File: config.mk
export PLATFORM = sky130hd
export DESIGN_NAME = sled_top
export DESIGN_NICKNAME = d
export VERILOG_FILES = /design/src/rtl/sled_pkg.sv /design/src/rtl/sled_tick_if.sv /design/src/rtl/sled_top.sv /design/src/rtl/sled_timebase.sv /design/src/rtl/sled_pattern.sv
export VERILOG_INCLUDE_DIRS = /design/src /design/src/rtl
export SDC_FILE = /design/constraint.sdc
export NUM_CORES = 1
export LEC_CHECK = 0
export ABC_AREA = 1
export BUFFER_PORTS_ARGS = -buffer_cell sky130_fd_sc_hd__buf_2
export CAP_MARGIN = 10
export CORE_MARGIN = 4
export CORE_UTILIZATION = 40
export DETAILED_ROUTE_END_ITERATION = 7
export SLEW_MARGIN = 20
export SYNTH_ARGS = -nofsm -noshare
export SYNTH_HDL_FRONTEND = slang
export SYNTH_SLANG_ARGS = --single-unit
File: constraint.sdc
create_clock -name clock -period 2.95 [get_ports clock]
set_input_delay 0.59 -clock clock [delete_from_list [all_inputs] [get_ports clock]]
set_output_delay 0.59 -clock clock [all_outputs]
set_load 0.02 [all_outputs]
File: src/rtl/sled_cfg.svh
// sled_cfg.svh: timing constants for the status led driver
// assumes a 100 MHz system clock
`ifndef SLED_CFG_SVH
`define SLED_CFG_SVH
`define SLED_CLK_MHZ 100
// flicker half period 50 ms, blink/flash half period 200 ms, burst gap 1000 ms
`define SLED_FLICKER_MS 50
`define SLED_BLINK_MS 200
`define SLED_GAP_MS 1000
`define SLED_FLICKER_CYC (`SLED_FLICKER_MS * 1000 * `SLED_CLK_MHZ)
`define SLED_BLINK_CYC (`SLED_BLINK_MS * 1000 * `SLED_CLK_MHZ)
`define SLED_GAP_CYC (`SLED_GAP_MS * 1000 * `SLED_CLK_MHZ)
`define SLED_PRE_W 28
`endif

File: src/rtl/sled_pkg.sv
// sled_pkg.sv: types of the status led driver
// assumes sled_cfg.svh is on the include path
package sled_pkg;
   typedef enum logic [2:0] {
      SLED_PAT_OFF = 3'h0,
      SLED_PAT_ON = 3'h1,
      SLED_PAT_FLICKER = 3'h2,
      SLED_PAT_BLINK = 3'h3,
      SLED_PAT_FLASH1 = 3'h4,
      SLED_PAT_FLASH2 = 3'h5,
      SLED_PAT_FLASH3 = 3'h6
   } sled_pat_t;
   typedef enum logic [2:0] {
      SLED_CAN_INIT = 3'h0,
      SLED_CAN_STOPPED = 3'h1,
      SLED_CAN_PREOP = 3'h2,
      SLED_CAN_OPER = 3'h3
   } sled_can_t;
   typedef enum logic [2:0] {
      SLED_ETH_NOTACT = 3'h0,
      SLED_ETH_PREOP1 = 3'h1,
      SLED_ETH_PREOP2 = 3'h2,
      SLED_ETH_READY = 3'h3,
      SLED_ETH_STOPPED = 3'h4,
      SLED_ETH_BASIC = 3'h5,
      SLED_ETH_OPER = 3'h6
   } sled_eth_t;
endpackage

File: src/rtl/sled_tick_if.sv
// sled_tick_if.sv: timing phases shared by the pattern generators
// assumes one producer (sled_timebase) and many consumers
`timescale 1ns/100ps
`default_nettype none
interface sled_tick_if;
   logic flicker;
   logic blink;
   logic [3:0] slot;
   modport src (output flicker, output blink, output slot);
   modport dst (input flicker, input blink, input slot);
endinterface
`default_nettype wire

File: src/rtl/sled_top.sv
// sled_top.sv: status led pattern driver for general, fieldbus and ethernet leds
// assumes state inputs come from asynchronous logic or pins; leds are active high
`timescale 1ns/100ps
`default_nettype none
`include "sled_cfg.svh"
module sled_top #(
   parameter logic [`SLED_PRE_W-1:0] FLICKER_CYC = `SLED_PRE_W'(`SLED_FLICKER_CYC),
   parameter logic [`SLED_PRE_W-1:0] BLINK_CYC = `SLED_PRE_W'(`SLED_BLINK_CYC),
   parameter logic [`SLED_PRE_W-1:0] GAP_CYC = `SLED_PRE_W'(`SLED_GAP_CYC)
) (
   input wire logic clock,
   input wire logic resetn,
   input wire logic initBusy,
   input wire logic initFault,
   input wire logic ctrlEnabled,
   input wire logic fwDownload,
   input wire logic startupDone,
   input wire sled_pkg::sled_can_t canState,
   input wire logic canDownload,
   input wire logic canDetect,
   input wire logic canWarning,
   input wire logic canGuardEvent,
   input wire logic canSyncTimeout,
   input wire logic canBusOff,
   input wire sled_pkg::sled_eth_t ethState,
   input wire logic ethError,
   output logic statusGreen,
   output logic statusRed,
   output logic canGreen,
   output logic canRed,
   output logic ethGreen,
   output logic ethRed
);
   import sled_pkg::*;
   localparam int NIN = 16;
   logic [NIN-1:0] rawIn;
   logic [NIN-1:0] sync1_r;
   logic [NIN-1:0] sync2_r;
   logic sInitBusy, sInitFault, sEnabled, sFwDl, sStartup;
   logic sCanDl, sCanDet, sCanWarn, sCanGuard, sCanSync, sCanOff, sEthErr;
   sled_can_t sCan;
   sled_eth_t sEth;
   logic ethErrSeen_r;
   sled_pat_t patStG, patStR, patCanG, patCanR, patEthG, patEthR;
   logic [5:0] lamp;
   logic [5:0] led_r;
   sled_tick_if tick ();

   assign rawIn = {initBusy, initFault, ctrlEnabled, fwDownload, startupDone,
                   canDownload, canDetect, canWarning, canGuardEvent, canSyncTimeout,
                   canBusOff, ethError, 1'b0, canState[1:0], 1'b0};
   // two-stage synchroniser on every state input
   always_ff @(posedge clock or negedge resetn) begin
      if (!resetn) begin
         sync1_r <= '0;
         sync2_r <= '0;
      end else begin
         sync1_r <= rawIn;
         sync2_r <= sync1_r;
      end
   end
   logic [2:0] ethS1_r, ethS2_r;
   logic canHi1_r, canHi2_r;
   always_ff @(posedge clock or negedge resetn) begin
      if (!resetn) begin
         ethS1_r <= 3'h0;
         ethS2_r <= 3'h0;
         canHi1_r <= 1'b0;
         canHi2_r <= 1'b0;
      end else begin
         ethS1_r <= ethState;
         ethS2_r <= ethS1_r;
         canHi1_r <= canState[2];
         canHi2_r <= canHi1_r;
      end
   end
   assign {sInitBusy, sInitFault, sEnabled, sFwDl, sStartup} = sync2_r[15:11];
   assign {sCanDl, sCanDet, sCanWarn, sCanGuard, sCanSync, sCanOff, sEthErr} = sync2_r[10:4];
   assign sCan = sled_can_t'({canHi2_r, sync2_r[2:1]});
   assign sEth = sled_eth_t'(ethS2_r);

   // ethernet error seen after startup stays latched until reset
   always_ff @(posedge clock or negedge resetn) begin
      if (!resetn) begin
         ethErrSeen_r <= 1'b0;
      end else if (sEthErr && sStartup) begin
         ethErrSeen_r <= 1'b1;
      end
   end

   // general status led, fault first
   always_comb begin
      patStG = SLED_PAT_OFF;
      patStR = SLED_PAT_OFF;
      if (sInitFault) begin
         patStR = SLED_PAT_BLINK;
      end else if (sFwDl) begin
         patStG = SLED_PAT_FLICKER;
      end else if (sInitBusy || !sEnabled) begin
         patStR = SLED_PAT_ON;
      end else begin
         patStG = SLED_PAT_ON;
      end
   end

   // fieldbus run led
   always_comb begin
      patCanG = SLED_PAT_OFF;
      if (!sStartup) begin
         patCanG = SLED_PAT_OFF;
      end else if (sCanDet) begin
         patCanG = SLED_PAT_FLICKER;
      end else if (sCanDl) begin
         patCanG = SLED_PAT_FLASH3;
      end else begin
         case (sCan)
            SLED_CAN_STOPPED: patCanG = SLED_PAT_FLASH1;
            SLED_CAN_PREOP: patCanG = SLED_PAT_BLINK;
            SLED_CAN_OPER: patCanG = SLED_PAT_ON;
            default: patCanG = SLED_PAT_OFF;
         endcase
      end
   end

   // fieldbus error led, bus off outranks all flashes
   always_comb begin
      if (!sStartup) begin
         patCanR = SLED_PAT_OFF;
      end else if (sCanOff) begin
         patCanR = SLED_PAT_ON;
      end else if (sCanSync) begin
         patCanR = SLED_PAT_FLASH3;
      end else if (sCanGuard) begin
         patCanR = SLED_PAT_FLASH2;
      end else if (sCanWarn) begin
         patCanR = SLED_PAT_FLASH1;
      end else if (sCanDet) begin
         patCanR = SLED_PAT_FLICKER;
      end else begin
         patCanR = SLED_PAT_OFF;
      end
   end

   // ethernet leds
   always_comb begin
      patEthR = (sStartup && (ethErrSeen_r || sEthErr)) ? SLED_PAT_ON : SLED_PAT_OFF;
      if (!sStartup) begin
         patEthG = SLED_PAT_OFF;
      end else begin
         case (sEth)
            SLED_ETH_PREOP1: patEthG = SLED_PAT_FLASH1;
            SLED_ETH_PREOP2: patEthG = SLED_PAT_FLASH2;
            SLED_ETH_READY: patEthG = SLED_PAT_FLASH3;
            SLED_ETH_STOPPED: patEthG = SLED_PAT_BLINK;
            SLED_ETH_BASIC: patEthG = SLED_PAT_FLICKER;
            SLED_ETH_OPER: patEthG = SLED_PAT_ON;
            default: patEthG = SLED_PAT_OFF;
         endcase
      end
   end

   sled_timebase uTimebase (
      .clock(clock),
      .resetn(resetn),
      .flickerCyc(FLICKER_CYC),
      .blinkCyc(BLINK_CYC),
      .gapCyc(GAP_CYC),
      .tick(tick.src)
   );

   sled_pat_t pats [6];
   logic [5:0] invs;
   assign pats[0] = patStG;
   assign pats[1] = patStR;
   assign pats[2] = patCanG;
   assign pats[3] = patCanR;
   assign pats[4] = patEthG;
   assign pats[5] = patEthR;
   // red fieldbus flicker runs in antiphase to green
   assign invs = 6'b00_1000;

   for (genvar i = 0; i < 6; i++) begin : gLed
      sled_pattern uPat (
         .pat(pats[i]),
         .invFlicker(invs[i]),
         .tick(tick.dst),
         .lamp(lamp[i])
      );
   end

   always_ff @(posedge clock or negedge resetn) begin
      if (!resetn) begin
         led_r <= 6'h00;
      end else begin
         led_r <= lamp;
      end
   end
   assign {ethRed, ethGreen, canRed, canGreen, statusRed, statusGreen} = led_r;
endmodule // sled_top
`default_nettype wire

File: src/rtl/sled_timebase.sv
// sled_timebase.sv: prescalers making flicker, blink and burst slot phases
// assumes prescaler periods held stable by the top
`timescale 1ns/100ps
`default_nettype none
`include "sled_cfg.svh"
module sled_timebase (
   input wire logic clock,
   input wire logic resetn,
   input wire logic [`SLED_PRE_W-1:0] flickerCyc,
   input wire logic [`SLED_PRE_W-1:0] blinkCyc,
   input wire logic [`SLED_PRE_W-1:0] gapCyc,
   sled_tick_if.src tick
);
   logic [`SLED_PRE_W-1:0] flkCnt_r;
   logic [`SLED_PRE_W-1:0] blkCnt_r;
   logic [`SLED_PRE_W-1:0] blinkCnt_r;
   logic flk_r;
   logic blk_r;
   logic [3:0] slot_r;
   logic blkWrap;
   // slots 0..5 are three on/off flash pairs, slot 6 is the long gap
   logic [`SLED_PRE_W-1:0] blkLimit;
   assign blkLimit = (slot_r == 4'h6) ? gapCyc : blinkCyc;
   assign blkWrap = (blkCnt_r >= blkLimit - 1'b1);
   always_ff @(posedge clock or negedge resetn) begin
      if (!resetn) begin
         flkCnt_r <= '0;
         flk_r <= 1'b0;
      end else if (flkCnt_r >= flickerCyc - 1'b1) begin
         flkCnt_r <= '0;
         flk_r <= ~flk_r;
      end else begin
         flkCnt_r <= flkCnt_r + 1'b1;
      end
   end
   always_ff @(posedge clock or negedge resetn) begin
      if (!resetn) begin
         blkCnt_r <= '0;
         slot_r <= 4'h0;
      end else if (blkWrap) begin
         blkCnt_r <= '0;
         slot_r <= (slot_r == 4'h6) ? 4'h0 : slot_r + 4'h1;
      end else begin
         blkCnt_r <= blkCnt_r + 1'b1;
      end
   end
   // blink runs apart from the burst slots so on and off halves stay equal
   always_ff @(posedge clock or negedge resetn) begin
      if (!resetn) begin
         blinkCnt_r <= '0;
         blk_r <= 1'b0;
      end else if (blinkCnt_r >= blinkCyc - 1'b1) begin
         blinkCnt_r <= '0;
         blk_r <= ~blk_r;
      end else begin
         blinkCnt_r <= blinkCnt_r + 1'b1;
      end
   end
   assign tick.flicker = flk_r;
   assign tick.blink = blk_r;
   assign tick.slot = slot_r;
endmodule // sled_timebase
`default_nettype wire

File: src/rtl/sled_pattern.sv
// sled_pattern.sv: turns a pattern code into a lamp level
// assumes phases from sled_timebase
`timescale 1ns/100ps
`default_nettype none
module sled_pattern (
   input wire sled_pkg::sled_pat_t pat,
   input wire logic invFlicker,
   sled_tick_if.dst tick,
   output logic lamp
);
   import sled_pkg::*;
   logic flashOn;
   logic [3:0] lim;
   always_comb begin
      case (pat)
         SLED_PAT_FLASH1: lim = 4'h1;
         SLED_PAT_FLASH2: lim = 4'h2;
         default: lim = 4'h3;
      endcase
   end
   // even slots are lit, up to n flashes, then dark to the gap
   assign flashOn = !tick.slot[0] && (tick.slot < {lim[2:0], 1'b0});
   always_comb begin
      case (pat)
         SLED_PAT_OFF: lamp = 1'b0;
         SLED_PAT_ON: lamp = 1'b1;
         SLED_PAT_FLICKER: lamp = tick.flicker ^ invFlicker;
         SLED_PAT_BLINK: lamp = tick.blink;
         default: lamp = flashOn;
      endcase
   end
endmodule // sled_pattern
`default_nettype wire

==> metrics.md <==
| Metric | Value |
|---|---|
| Vias/cell | around 4.7 |
| Min Tclk post-route | around 2500 ps |
| Post-route clock period utilization | 0.844 |
| Synth area leaders | dfrtp_1 (50%), nor2_1 (12%), nand2_1 (12%) |
| Clock latency on the worst-skew pair | between 400 and 500 ps |
| Layout cells sized above 1 | 0.0970 |
| Critical Path End Type | register |
| Clk_skew | roughly 7.5 ps |
| R2R depth | 12 |
| Worst-path cell chain | inv_1, nand4_1, inv_1, ha_1, nand2_1, inv_1, a21oi_1, nand2_1, nand2_2, nand3_4, nand2_2, nand2_1 |
| Avg WL per Cell | 12.2 um |
| # diodes | 0 |
| Unrepaired setup endpoints after global routing | false |
| Core Box Area | 0.0165 mm^2 |
| TritonCTS sink count | roughly 130 |
| Status | finished clean |
| Root Buffer | clkbuf_16 |
| Port Buffers | 25 |
| Initial Util | 0.406 |
| Count leader, synth | nor2_1 |
| Layout area overhead | 15.4% |
| Top-area cell type share of the netlist area | 0.497 |
| Register bit total from synthesis | roughly 130 |
| P per Cell Area | 566 mW/mm^2 |
| Arr. time, crit path | ~2800 ps |
| Type of the most critical hold path | in -> async |
| Sequential element share of the synthesized area | 0.497 |
| Max Slew Vio Count | 0 |
| Via Count | roughly 5200 |
| Die area | 0.0189 mm^2 |
| DRT iter0 DRCs | a little over 300 |
| Final wirelength | between 10 and 15 mm |
| Final HPWL DP | about 9.9 mm |
| Mapped Cells | 840 |
| Vias in the first global route | just over 5000 |
| Clk pin slew, worst setup/hold paths | ~60 ps |
| Peak Freq | 402 MHz |
| Final Hold Fails | 0 |
| Post-synth EDFFs | 0 |
| Crit path required time | about 3300 ps |
| Synthesized area | between 0.006 and 0.007 mm^2 |
| IO Count | 26 |
| Warnings, synthesis | 0 |
| Slowest cell on crit path | dfrtp_1 |
| Filler cell count | 1626 |
| Total CTS buffers | 17 |
| WP buf/inv | 3 |
| Core Rows | 47 |
| Initial antenna violation count | 0 |
| CTS tree | yes |
| DP Area | 0.00707 mm^2 |
| Die height | 137 um |
| 1st-pass router iterations | 7 |
| # setup viols final | 0 |
| Slack of the worst reg-to-reg path | between 400 and 500 ps |
| Crit path max-delay family | simple AND/OR/NAND/NOR gates |
| H-tree levels | 4 |
| Number of max-cap violations | 0 |
| Setup_tns | 0 ps |
| Fin nets | between 900 and 1000 |
| Reg2Reg Capture Point | uTimebase.tick.slot[3] |
| Yosys top cell by area | dfrtp_1 |
| Synth cell count leaders | nor2_1 (213), nand2_1 (209), dfrtp_1 (133), inv_1 (80), nand3_1 (48) |
| FF-to-FF Start | uTimebase.tick.slot[0] |
| First-pass GRT wire length | approximately 23 mm |
| CP Launch Type | register |
| Top FF cell, synth | dfrtp_1 |
| Async S/R FF share, synth | 1.00 |
| Worst Path Max Fanout | 32 |
| Drt drc | 0 |
| Post-synthesis cell type count | 37 |
| Finished Cell Area | between 0.007 and 0.008 mm^2 |
| Total track usage | 0.157 |
| Largest net degree at the start of global routing | between 60 and 70 |
| Max incr delay on CP | 440 ps |
| ANT nets after route | 0 |
| RD Place Congestion | approximately 0.85 |
| Setup Crit Path Kind | reg -> reg |
| Synthesized area per cell | between 7 and 8 um^2 |
| Setup Fix Bufs, Post-CTS | 0 |
| Die Span X | around 140 um |
| # hold bufs at CTS | 0 |
| Peak VDD IR | roughly 460 uV |
| CTS Buffer Depth | 2 |
| CTS resizes | 0 |
| GRT overflow | 0 |
| Leak pwr | 3.46 nW |
==> cells by family after synthesis <==
family,count (synthesis),synth area share
simple gates,517,0.321
flops,133,0.497
buf+inv,92,0.0591
xor+xnor,50,0.0654
compound gates,33,0.0303
fa+ha+maj,14,0.0262
other cells,1,0.000560
==> layer usage <==
layer	track usage	routed length, um	up-vias
met5	0	0	-
met4	0.0576	274	0
met3	0.0398	464	23
met2	0.256	6520	72
met1	0.202	6400	2422
li1	-	-	2686
==> final cells by class <==
type                    instances  area [um^2]  area share
well taps                     220          275      0.0357
repair buffers                 27          159      0.0206
multi-input cells             622         2990       0.388
inverters                      83          312      0.0404
clock inverters                14          221      0.0287
flip-flops and latches        133         3330       0.431
clock buffers                  18          429      0.0556
==> sequential cells by signal, indices dropped and copies added (netlist names), 4 cells and up <==
name	flops
uTimebase.blinkCnt_r	28
led_r	6
sync1_r	14
sync2_r	14
uTimebase.flkCnt_r	28
uTimebase.blkCnt_r	28
uTimebase.tick.slot	4
==> power by group <==
group	switching (mW)	leakage, nW	internal (mW)
clock network	0.815	0.320	1.51
logic	0.0973	1.42	0.0406
registers	0.0278	1.72	1.87
==> per-stage QoR <==
step | util | worst slack [ps] | total power [mW] | hold WS [ps] | cells
2_1_floorplan | - | 868 | 1.99 | 294 | 847
3_3_place_gp | 0.429 | 475 | 2.08 | 332 | 1085
3_5_place_dp | 0.429 | 448 | 2.08 | 335 | 1085
4_1_cts | 0.469 | 424 | 4.43 | 109 | 1117
5_1_grt | 0.469 | 98.4 | 4.52 | 127 | 1117
6_report | 0.469 | 460 | 4.37 | 99.3 | 1117
==> worst register-to-register path: cells and delay by family, from the launching register on <==
| kind | cells | cell delay, ps |
|---|---|---|
| simple gates | 7 | 1150 |
| fa+ha+maj | 1 | 270 |
| compound gates | 1 | 130 |
| flops | 1 | 440 |
| buf+inv | 3 | 390 |
==> worst max-delay path by stage <==
stage	from	cells past startpoint	slack, ps	endpoint
after global routing	uTimebase.tick.slot[0]	12	100	uTimebase.tick.slot[0]
after global placement	uTimebase.tick.slot[0]	12	480	uTimebase.tick.slot[0]
after detailed placement	uTimebase.tick.slot[0]	12	450	uTimebase.tick.slot[1]
after floorplan	uTimebase.tick.slot[1]	13	870	uTimebase.tick.slot[3]
after CTS	uTimebase.tick.slot[0]	12	420	uTimebase.tick.slot[3]
final	uTimebase.tick.slot[0]	12	460	uTimebase.tick.slot[3]
==> layout by cell type (no fill, tap or decap), drive strengths merged <==
master and instances:
a21oi 12, clkinv 5, inv 87, bufinv 5, ha 14, nand4 10, a211o 1, and3 1
buf 27, a21o 3, nand3 49, o211ai 1, clkbuf 18, xor2 37, nor2 225, o21ai 10
xnor2 13, nor4 1, nand2 220, nor3 9, o21bai 3, o21a 1, a31oi 1, and2 1
dfrtp 133, or2 1, conb 8, o22ai 1
Power figures use the tool's default switching activity.
